===== config.mk =====
export PLATFORM = sky130hd
export DESIGN_NAME = astx_transmitter
export DESIGN_NICKNAME = d
export VERILOG_FILES = /design/src/hdl/astx_pkg.sv /design/src/hdl/astx_transmitter.sv
export SDC_FILE = /design/constraint.sdc
export NUM_CORES = 1
export LEC_CHECK = 0
export BUFFER_PORTS_ARGS = -buffer_cell sky130_fd_sc_hd__buf_2
export CORE_MARGIN = 2
export CORE_UTILIZATION = 55
export DETAILED_ROUTE_END_ITERATION = 6
export PLACE_DENSITY_LB_ADDON = 0.15
export SLEW_MARGIN = 10
export SYNTH_ARGS = -nofsm -noshare
export SYNTH_HDL_FRONTEND = slang
export SYNTH_SLANG_ARGS = --single-unit

===== constraint.sdc =====
create_clock -name clk -period 4.1 [get_ports clk]
set_input_delay 0.615 -clock clk [delete_from_list [all_inputs] [get_ports clk]]
set_output_delay 0.615 -clock clk [all_outputs]
set_load 0.02 [all_outputs]

===== src/hdl/astx_pkg.sv =====
// package: constants and carriers for the async serial transmitter
package astx_pkg;
   localparam int BAUD_W = 13;
   localparam logic [3:0] FRAME_LEN_8 = 4'ha;
   localparam logic [3:0] FRAME_LEN_9 = 4'hb;
   localparam logic [3:0] BREAK_LEN_10 = 4'ha;
   localparam logic [3:0] BREAK_LEN_11 = 4'hb;
   localparam logic [3:0] BREAK_LEN_13 = 4'hd;
   localparam logic [3:0] BREAK_LEN_14 = 4'he;
   localparam logic [13:0] SHIFT_IDLE = 14'h3fff;
   localparam logic [13:0] SHIFT_BREAK = 14'h0000;
   localparam logic [8:0] BUF_RESET = 9'h000;
   localparam logic TX_LINE_RESET = 1'b1;
   localparam logic BUF_EMPTY_RESET = 1'b1;
   localparam logic TX_DONE_RESET = 1'b1;

   typedef struct packed {
      logic senderActive;
      logic outputPolarityFlip;
      logic nineBitSel;
      logic longBreakSelect;
      logic breakRequest;
   } astx_ctrl_s;

   typedef struct packed {
      logic txBufferEmptyFlag;
      logic txCompleteFlag;
   } astx_stat_s;
endpackage


===== src/hdl/astx_transmitter.sv =====
// async serial transmitter with pin hand-back and receive bit-boundary resync
`timescale 1ns/1ps
module astx_transmitter #(
   parameter int BAUD_W = astx_pkg::BAUD_W
) (
   // clock and reset
   input wire logic clk,
   input wire logic rst_n,
   // control and baud divisor
   input wire astx_pkg::astx_ctrl_s ctrl,
   input wire logic [BAUD_W-1:0] baudDiv,
   // transmit buffer write
   input wire logic shiftDataWr,
   input wire logic [8:0] shiftDataPort,
   // serial pin
   output logic txLine,
   output logic txLineOe,
   // receive line and its bit boundary
   input wire logic rxLine,
   output logic rxBitBoundary,
   // status
   output astx_pkg::astx_stat_s stat
);
   function automatic logic [3:0] breakLen(input logic longBrk, input logic nine);
      logic [3:0] r;
      r = astx_pkg::BREAK_LEN_10;
      unique case ({longBrk, nine})
         2'b00: r = astx_pkg::BREAK_LEN_10;
         2'b01: r = astx_pkg::BREAK_LEN_11;
         2'b10: r = astx_pkg::BREAK_LEN_13;
         2'b11: r = astx_pkg::BREAK_LEN_14;
      endcase
      return r;
   endfunction

   function automatic logic [13:0] dataFrame(input logic [8:0] d, input logic nine);
      logic [13:0] r;
      r = nine ? {3'h7, 1'b1, d, 1'b0} : {4'hf, 1'b1, d[7:0], 1'b0};
      return r;
   endfunction

   logic [BAUD_W-1:0] baudCnt_q, baudCnt_d;
   logic [BAUD_W-1:0] rxCnt_q, rxCnt_d;
   logic [13:0] shift_q, shift_d;
   logic [3:0] bitsLeft_q, bitsLeft_d;
   logic [8:0] buf_q;
   logic bufFull_q, bufFull_d;
   logic idleQ_q, idleQ_d;
   logic breakQ_q, breakQ_d;
   logic teQ_q, brkReqQ_q, rxPrev_q;
   logic txDone_d;

   wire tick = (baudCnt_q == '0);
   wire shiftFree = tick && (bitsLeft_q <= 4'h1);
   wire teRise = ctrl.senderActive && !teQ_q;
   wire brkRise = ctrl.breakRequest && !brkReqQ_q;
   // queued idle first, then break, then data
   wire loadIdle = shiftFree && idleQ_q;
   wire loadBreak = shiftFree && !idleQ_q && breakQ_q;
   wire loadData = shiftFree && !idleQ_q && !breakQ_q && bufFull_q && ctrl.senderActive;
   wire loadAny = loadIdle || loadBreak || loadData;
   wire frameEnd = shiftFree && (bitsLeft_q == 4'h1) && !loadAny;
   wire [3:0] frameLen = ctrl.nineBitSel ? astx_pkg::FRAME_LEN_9 : astx_pkg::FRAME_LEN_8;
   wire rxFall = rxPrev_q && !rxLine;

   assign baudCnt_d = tick ? baudDiv : baudCnt_q - 1'b1;
   assign rxCnt_d = (rxFall || rxCnt_q == '0) ? baudDiv : rxCnt_q - 1'b1;

   always_comb begin
      shift_d = shift_q;
      bitsLeft_d = bitsLeft_q;
      if (loadIdle) begin
         shift_d = astx_pkg::SHIFT_IDLE;
         bitsLeft_d = frameLen;
      end else if (loadBreak) begin
         shift_d = astx_pkg::SHIFT_BREAK;
         bitsLeft_d = breakLen(ctrl.longBreakSelect, ctrl.nineBitSel);
      end else if (loadData) begin
         shift_d = dataFrame(buf_q, ctrl.nineBitSel);
         bitsLeft_d = frameLen;
      end else if (tick && bitsLeft_q != 4'h0) begin
         shift_d = {1'b1, shift_q[13:1]};
         bitsLeft_d = bitsLeft_q - 4'h1;
      end
   end

   assign bufFull_d = shiftDataWr || (bufFull_q && !loadData);
   assign idleQ_d = teRise || (idleQ_q && !loadIdle);
   assign breakQ_d = brkRise || (loadBreak && ctrl.breakRequest) || (breakQ_q && !loadBreak);
   assign txDone_d = frameEnd || (stat.txCompleteFlag && !loadAny);
   wire lineBit = (bitsLeft_d == 4'h0) ? 1'b1 : shift_d[0];
   wire oe_d = ctrl.senderActive || (bitsLeft_d != 4'h0) || idleQ_d || breakQ_d;

   always_ff @(posedge clk) begin
      if (!rst_n) begin
         baudCnt_q <= '0;
         rxCnt_q <= '0;
         shift_q <= astx_pkg::SHIFT_IDLE;
         bitsLeft_q <= 4'h0;
         buf_q <= astx_pkg::BUF_RESET;
         bufFull_q <= 1'b0;
         idleQ_q <= 1'b0;
         breakQ_q <= 1'b0;
         teQ_q <= 1'b0;
         brkReqQ_q <= 1'b0;
         rxPrev_q <= 1'b1;
         txLine <= astx_pkg::TX_LINE_RESET;
         txLineOe <= 1'b0;
         rxBitBoundary <= 1'b0;
         stat.txBufferEmptyFlag <= astx_pkg::BUF_EMPTY_RESET;
         stat.txCompleteFlag <= astx_pkg::TX_DONE_RESET;
      end else begin
         baudCnt_q <= baudCnt_d;
         rxCnt_q <= rxCnt_d;
         shift_q <= shift_d;
         bitsLeft_q <= bitsLeft_d;
         if (shiftDataWr) begin
            buf_q <= shiftDataPort;
         end
         bufFull_q <= bufFull_d;
         idleQ_q <= idleQ_d;
         breakQ_q <= breakQ_d;
         teQ_q <= ctrl.senderActive;
         brkReqQ_q <= ctrl.breakRequest;
         rxPrev_q <= rxLine;
         txLine <= lineBit ^ ctrl.outputPolarityFlip;
         txLineOe <= oe_d;
         rxBitBoundary <= (rxCnt_q == '0) && !rxFall;
         stat.txBufferEmptyFlag <= !bufFull_d;
         stat.txCompleteFlag <= txDone_d;
      end
   end
endmodule


# After elaboration in Yosys (flattened, before gate mapping)
# Cells that the tools add are included.
# classes
n_addsub	3
order_cmp	1
n_eq_ne	4
mux	14
bitwise_logic	2
n_reduce_logical	49
# ops
op	n
$mux 14	3
$logic_not 13->1	2
$mux 13	2
$sub 13x1->13 const B	2
$logic_and 1x1->1	19
$mux 4	4
$pmux 4 s4	1
$logic_not 1->1	11
$logic_or 1x1->1	11
$mux 10	1
$reduce_bool 4->1	2
$eq 2x2->1 const B	2
$eq 4x1->1 const B	1
$le 4x1->1 const B	1
$logic_not 4->1	1
$sub 4x1->4 const B	1
$mux 1	3
$reduce_bool 3->1	1
$eq 2x1->1 const B	1
$logic_not 2->1	1
$reduce_or 2->1	1
$not 1->1	1
$xor 1x1->1	1
# totals
ff_bits	64
in_bits	31
out_inout_bits	5
wordCells	90

# Depth between registers and ports, before layout
# Gate-level depths: netlist (run 1).
# depth
word_depth	13
mapped_depth	9

# Least setup slack after synthesis (run 1)
# No wires, ideal clock.
# synth_path
path_kind	register to register
from	reg baudCnt_q[0]
to	reg txLine
t_arrival_ps	2281
path_slack_ps	1698
path_stages_with_launch	9
path_buffers	0
synth_period_minus_slack_ps	2402
path_cell_list	dfxtp_1 > inv_1 > ha_1 > or3b_2 > nor4b_4 > a21oi_1 > a21o_2 > a41oi_1 > mux2_2
# synth_via
elab_chain_len	12
elab_cells_between_ends	20
classes_between	mux (9); bitwise (1); reduce/logical (10)
# synth_lines
item	line_no	text
start: declaration	astx_transmitter.sv:42	logic [BAUD_W-1:0] baudCnt_q, baudCnt_d;
start signal: assignment	astx_transmitter.sv:113	baudCnt_q <= baudCnt_d;
$logic_not 13->1 (*)	astx_transmitter.sv:53	wire tick = (baudCnt_q == '0);
$logic_and 1x1->1	astx_transmitter.sv:54	wire shiftFree = tick && (bitsLeft_q <= 4'h1);
$logic_and 1x1->1	astx_transmitter.sv:59, astx_transmitter.sv:60	
$logic_and 1x1->1 (3 in a row)	astx_transmitter.sv:60	wire loadData = shiftFree && !idleQ_q && !breakQ_q && bufFull_q && ctrl.senderActive;
$mux 4	astx_transmitter.sv:78	end else if (loadData) begin
$mux 4	astx_transmitter.sv:75	end else if (loadBreak) begin
$mux 4	astx_transmitter.sv:72	if (loadIdle) begin
$logic_not 4->1	astx_transmitter.sv:91	wire lineBit = (bitsLeft_d == 4'h0) ? 1'b1 : shift_d[0];
$mux 1 (*)	astx_transmitter.sv:91	
$xor 1x1->1 (*)	astx_transmitter.sv:126	txLine <= lineBit ^ ctrl.outputPolarityFlip;
end signal: assignment	astx_transmitter.sv:107	txLine <= astx_pkg::TX_LINE_RESET;
end signal: assignment	astx_transmitter.sv:126	
end: declaration	astx_transmitter.sv:16	output logic txLine,
# Every way passes the cells marked *; elsewhere a longest branch is shown, timed or not. The select of a mux whose other input is x is not followed.
# A chain may end at the register's enable or synchronous reset.

# Worst setup path in the final report (run 1)
# Same ends and word-level chain as after synthesis.

==> metrics.md, run 1 <==
| Metric | Value |
|---|---|
| Outcome | finished, final reports clean |
| Count leader, synth | dfxtp_1 |
| Postcts setup bufs | 0 |
| Global-route wire length before repair | approximately 11000 um |
| Synthesized area | 3100 sq um |
| Lkg Pwr | 1.480 nW |
| Setup crit end kind | register |
| Tmin final | 2.818 ns |
| Type of the worst min-delay path | reg2reg |
| TNS Setup | 0 ns |
| FF+latch count, synth | 64 |
| Worst slew pin tran | around 1.0 ns |
| Pre-antenna DRT Iters | 4 |
| Initial antenna violation count | 0 |
| TritonCTS Sinks | 64 |
| DIE AREA | 6254 sq um |
| Die height | slightly below 80 um |
| CTS tree | yes |
| Worst EP required | 4.33 ns |
| Max-cap violations | 0 |
| Capture point of the worst reg-to-reg path | txLine |
| Multi-input combinational cell area | 1695 sq um |
| Final Max Tran Viols | 0 |
| Gr usage total | 23.09% |
| Routed WL | 6725 um |
| # setup viols final | 0 |
| Num CTS Buffers | 9 |
| CP max FO | 27 |
| Sequential fraction of the synthesis area | 41.32% |
| Final hold violation count | 0 |
| Worst r2r src | baudCnt_q[0] |
| Startpoint Class | register |
| Most frequent cells after synthesis | 64 x dfxtp_1, 48 x nor2_1, 28 x nand2_1 |
| Detail Route Antenna Nets | 0 |
| WP data arrival | between 3 and 4 ns |
| Core region area | around 5500 sq um |
| Per-cell routed wire length | 14.52 um |
| Async SR Flop Fraction | 0% |
| Share of layout cells above drive strength 1 | 17.90% |
| Row cnt | 27 |
| RePlAce Congestion | roughly 0.94 |
| Hold Path Origin | rxCnt_q[12] |
| Maximum clock insertion buffer count | 2 |
| DR DRC count | 0 |
| FF+latch area | ~1300 sq um |
| Vias in the first global route | about 2.4k |
| F_max | 0.3548 GHz |
| Nets | 425 |
| Clk_lat worst skew | 0.34 ns |
| H-tree levels | 3 |
| RSZ-0062 raised after global routing | no |
| PostCTS Resize Cnt | 0 |
| Final core occ | 65.07% |
| Syn Area/Cell | 8.858 sq um |
| Top-Level Pins | 36 |
| R2R cell count | 9 |
| Synth warnings | 0 |
| Period utilization | 68.73% |
| Clock tree root driver cell | clkbuf_8 |
| Tot Pwr | 0.002399 W |
| Yosys top cell area share | around two fifths |
| Main flop type after synthesis | dfxtp_1 |
| Fillers | between 400 and 500 |
| Synth top area cells | dfxtp_1 41%, mux2i_1 6.1%, nor2_1 5.8% |
| Vias per cell | about 5.6 |
| Initial Utilization | around 57% |
| Crit path to | txLine |
| Largest net degree at the start of global routing | 28 |
| Cells after Synth | 350 |
| Die Width | 79.08 um |
| Remaining Overflow, GRT | 0 |
| P per Cell Area | ~670 nW/um^2 |
| Iter 0 DRT Violations | 146 |
| Max_slew headroom | 30.05% |
| Cell taking the most area after synthesis | dfxtp_1 |
| PortBufs | 35 |
| Ant diodes | 0 |
| Max IR drop VDD | between 0.3 and 0.4 mV |
| R2R setup slack | 1.28 ns |
| Area Growth Syn to Fin | 14.85% |
| EDFF count, synth | 0 |
| Via count | about 2.6k |
| Syn nets | 389 |
| Setup Skew | 0.01165 ns |
| Clock slew at reported path FFs | 0.07 ns |
| Hpwl dp | roughly 4800 um |
| CTS Hold Bufs | 0 |
| Crit path kind | reg2reg |
| Critical path origin | baudCnt_q[0] |
| Yosys cell types | 54 |
cells in the final DEF, fill, tap and decap left out, types with 11 or more instances in the layout:
cell type	instances
buf_2	35
nand2_1	28
dfxtp_1	64
a211oi_1	16
nor3_1	15
xnor2_1	11
inv_1	13
nor2_1	48
a21oi_1	13
mux2i_1	19
clkbuf_8	12
flip-flops by register name, indices dropped and copies added (netlist names), 2 cells and up:
| register | flops |
|---|---|
| stat | 2 |
| bitsLeft_q | 4 |
| baudCnt_q | 13 |
| shift_q | 14 |
| buf_q | 9 |
| rxCnt_q | 13 |
through the flow:
stage	instance area, sq um	setup WS, ns	hold WS, ns	std cells
final	3561	1.282	0.4795	463
after global placement	3328	1.333	0.4488	447
after floorplan	3100	1.698	0.4356	350
after global routing	3561	1.144	0.4950	463
after CTS	3561	1.331	0.4766	463
after detailed placement	3328	1.361	0.4606	447
worst min path at each step:
stage,endpoint,slack (ns),depth (start not counted)
final,rxCnt_q[12],0.48,2
after detailed placement,rxCnt_q[12],0.46,2
after CTS,rxCnt_q[12],0.48,2
after global placement,shift_q[13],0.45,2
after floorplan,shift_q[13],0.44,2
after global routing,rxCnt_q[12],0.50,2
power breakdown:
group          internal [W]  switching (W)
Sequential         0.000757       0.000117
Clock              0.000393       0.000235
Combinational      0.000373       0.000524
Total               0.00152       0.000875
routing by layer:
layer,global-route usage [%],wire (um),part of all wire [%]
met1,31.58,3338,50
met3,5.909,270,4.0
met4,8.793,89,1.3
met5,0,0,0
met2,35.08,3028,45
worst max-delay path, cell delays in order, from the launching register on:
cell and delay (ns):
dfxtp_1 0.33, inv_1 0.06, ha_1 0.20, nor3b_1 0.32, nand4b_2 0.21, buf_4 0.28
a211oi_1 0.50, nor3_1 0.17, a41oi_1 0.26, mux2_2 0.36
logic make-up (layout without fill, tap and decap cells):
logic type,Yosys count,count (layout),synth area share (%)
multiplexers,23,23,7.587
AO/OA/AOI/OAI,73,73,16.34
buffers and inverters,28,69,3.995
XOR/XNOR,14,14,3.955
AND/OR/NAND/NOR,140,140,23.57
flip-flops,64,64,41.32
adder cells (fa/ha/maj),8,8,3.229
cell type report:
type | instances | share of cell area [%]
Clock buffer | 14 | 4.849
Clock inverter | 2 | 1.687
Inverter | 13 | 1.370
Multi-Input combinational cell | 258 | 47.61
Sequential cell | 64 | 35.98
Tap cell | 72 | 2.530
Timing Repair Buffer | 40 | 5.973
No activity file was read; power rests on OpenSTA's default activity.
==> inputs of run 2 (changes only) <==
- CORE_UTILIZATION: 55 -> 52
- clock period: 4.1 -> 2.4 ns (I/O delays scaled with it)
==> metrics.md, run 2 (synthesized netlist as in run 1, its figures left out) <==
| Metric | Value |
|---|---|
| Outcome | finished, final reports clean (unchanged) |
| P per Cell Area | 1168 nW/um^2 (was 673.6 nW/um^2) |
| Setup Skew | 0.008378 ns (was 0.01165 ns) |
| Die Width | 81.22 um (was 79.08 um) |
| Area Growth Syn to Fin | 23.00% (was 14.85%) |
| Min Hold Slack | 0.2152 ns (was 0.4795 ns) |
| Clk pwr share | 23.0% (was 26.2%) |
| # setup viols final | 0 (unchanged) |
| WP data arrival | 2.52 ns (was 3.05 ns) |
| Largest registers | shift_q: 14 flops, baudCnt_q: 13 flops, rxCnt_q: 13 flops (unchanged) |
| Max-cap violations | 0 (unchanged) |
| Hpwl dp | 4943 um (was 4777 um) |
| CP max stage delay | 0.58 ns (was 0.50 ns) |
| Busiest metal layer after global routing | met2 (unchanged) |
| Maximum clock insertion buffer count | 2 (unchanged) |
| Fillers | 487 (was 482) |
| Clock tree root driver cell | clkbuf_8 (unchanged) |
| H-tree levels | 3 (unchanged) |
| Setup crit end kind | register (unchanged) |
| Worst-path cell chain | or4_4 > nor4b_4 > a21oi_1 > a21o_2 > a41oi_1 > mux2_2 (was inv_1 > ha_1 > nor3b_1 > nand4b_2 > buf_4 > a211oi_1 > nor3_1 > a41oi_1 > mux2_2) |
| Gr usage total | 22.61% (was 23.09%) |
| Type of the worst min-delay path | in2reg (was reg2reg) |
| Final hold violation count | 0 (unchanged) |
| Cell-internal power | 0.002819 W (was 0.001523 W) |
| Tmin final | 2.287 ns (was 2.818 ns) |
| Biggest register | shift_q (unchanged) |
| Detail Route Antenna Nets | 0 (unchanged) |
| Row cnt | 28 (was 27) |
| Multi-input combinational cell area | 1749 sq um (was 1695 sq um) |
| Clk_lat worst skew | 0.34 ns (about the same) |
| Iter 0 DRT Violations | 284 (was 146) |
| CTS Hold Bufs | 0 (unchanged) |
| Net Sw Frac | 36.72% (was 36.50%) |
| DIE AREA | 6596 sq um (was 6254 sq um) |
| Fin cells | 494 (was 463) |
| Initial antenna violation count | 0 (unchanged) |
| DR DRC count | 0 (unchanged) |
| Max reg flops | 14 (unchanged) |
| PortBufs | 35 (unchanged) |
| Remaining Overflow, GRT | 0 (unchanged) |
| Vias in the first global route | 2453 (was 2427) |
| Top-Level Pins | 36 (unchanged) |
| RePlAce Congestion | 0.8495 (was 0.9392) |
| Routed WL | 7035 um (was 6725 um) |
| Critical path origin | baudCnt_q[6] (was baudCnt_q[0]) |
| F_max | 0.4372 GHz (was 0.3548 GHz) |
| CTS tree | yes (unchanged) |
| Crit path kind | reg2reg (unchanged) |
| Die height | 81.22 um (was 79.08 um) |
| Final Max Tran Viols | 0 (unchanged) |
| Via count | 2756 (was 2597) |
| Met1 Resource Use GR | 31.66% (was 31.58%) |
| Lkg Pwr | 1.624 nW (was 1.480 nW) |
| FF+latch area | 1281 sq um (unchanged) |
| Per-cell routed wire length | 14.24 um (was 14.52 um) |
| Buf/Inv on CP | 0 (was 2) |
| Worst r2r src | baudCnt_q[6] (was baudCnt_q[0]) |
| Ant diodes | 0 (unchanged) |
| TritonCTS Sinks | 64 (unchanged) |
| Worst EP required | 2.64 ns (was 4.33 ns) |
| Max_slew headroom | 59.06% (was 30.05%) |
| Dpl cells | 471 (was 447) |
| Initial Utilization | 52.99% (was 56.65%) |
| Hold Path Origin | rxLine (was rxCnt_q[12]) |
| Top cell family by delay on the critical path | simple AND/OR/NAND/NOR gates (was compound AO/OA/AOI/OAI gates) |
| Most frequent cells in the layout | 64 x dfxtp_1, 48 x nor2_1, 35 x buf_2 (unchanged) |
| Core region area | 5851 sq um (was 5473 sq um) |
| Max IR drop VDD | 0.6111 mV (was 0.3032 mV) |
| Slowest CP cell | or4_4 (was a211oi_1) |
| Startpoint Class | register (unchanged) |
| Logic pwr share | 43.7% (was 37.4%) |
| Global-route wire length before repair | 11370 um (was 11250 um) |
| Commonest non-fill, non-tap cell in the layout | dfxtp_1 (unchanged) |
| GR Layer Usage met2 | 33.47% (was 35.08%) |
| GR Util met3 | 5.000% (was 5.909%) |
| Period utilization | 95.30% (was 68.73%) |
| Share of layout cells above drive strength 1 | 24.82% (was 17.90%) |
| CP max FO | 5 (was 27) |
| Nets | 453 (was 425) |
| TNS Setup | 0 ns (unchanged) |
| Share of power burned in registers | 33.3% (was 36.4%) |
| Sw power | 0.001636 W (was 0.0008755 W) |
| Num CTS Buffers | 9 (unchanged) |
| Vias per cell | 5.579 (was 5.609) |
| Largest net degree at the start of global routing | 30 (was 28) |
| Pre-antenna DRT Iters | 6 (was 4) |
| Clock slew at reported path FFs | 0.07 ns (about the same) |
| Worst slew pin tran | 0.6108 ns (was 1.041 ns) |
[run 2: changes by cell type in the layout (fill, tap and decap cells not counted), sizes merged]
cell    previous run  this run
buf               40        67
clkinv             0         1
[run 2: what timing repair did]
item,in CTS,in global routing
setup buffers,0,6
endpoints found under the hold margin,0,0
pin swaps,0,6
setup endpoints to repair,16,18
cloned,0,1
resized for setup,2,10
[run 2: power by group through the flow]
stage / registers, W / clock network [W] / logic, W
2_1_floorplan: 0.00147 / 0 / 0.00123
3_3_place_gp: 0.00149 / 0 / 0.00178
3_5_place_dp: 0.00149 / 0 / 0.00181
4_1_cts: 0.00148 / 0.00103 / 0.00182
5_1_grt: 0.00151 / 0.00110 / 0.00214
6_report: 0.00148 / 0.00102 / 0.00195
[run 2: per-layer routing]
layer	up-vias	part of all wire, %
li1	1391	-
met1	1279	47
met2	69	46
met3	17	5.0
met4	0	2.0
met5	-	0
[run 2: area by class of cell]
cell class | instances | area share (%)
tap | 75 | 2.461
clock buffer | 13 | 3.904
clock inverter | 3 | 1.706
inverter | 13 | 1.280
multi-input combinational | 258 | 45.87
timing repair buffer | 68 | 11.19
sequential | 64 | 33.60
[run 2: worst register-to-register path, delay by kind of cell (launching register included)]
kind | cells | cell delay [ns]
multiplexers | 1 | 0.35
AO/OA/AOI/OAI | 3 | 0.53
flip-flops | 1 | 0.33
AND/OR/NAND/NOR | 2 | 0.96
[run 2: per-stage QoR]
stage / total power [W] / util [%] / setup WS (ns) / cell area, sq um
floorplan: 0.002702 / - / 0.05607 / 3103
global placement: 0.003267 / 59.69 / -0.02276 / 3492
detailed placement: 0.003303 / 59.69 / -0.04308 / 3492
CTS: 0.004333 / 63.52 / 0.009711 / 3716
global route: 0.004757 / 65.18 / -0.005241 / 3814
finish: 0.004455 / 65.18 / 0.1127 / 3814
[run 2: worst paths after layout]
kind | end | slack, ns | cells past startpoint
setup / recovery | txLine | 0.11 | 6
hold / removal | rxPrev_q | 0.22 | 3
setup reg to reg | txLine | 0.11 | 6
hold reg to reg | shift_q[13] | 0.48 | 2
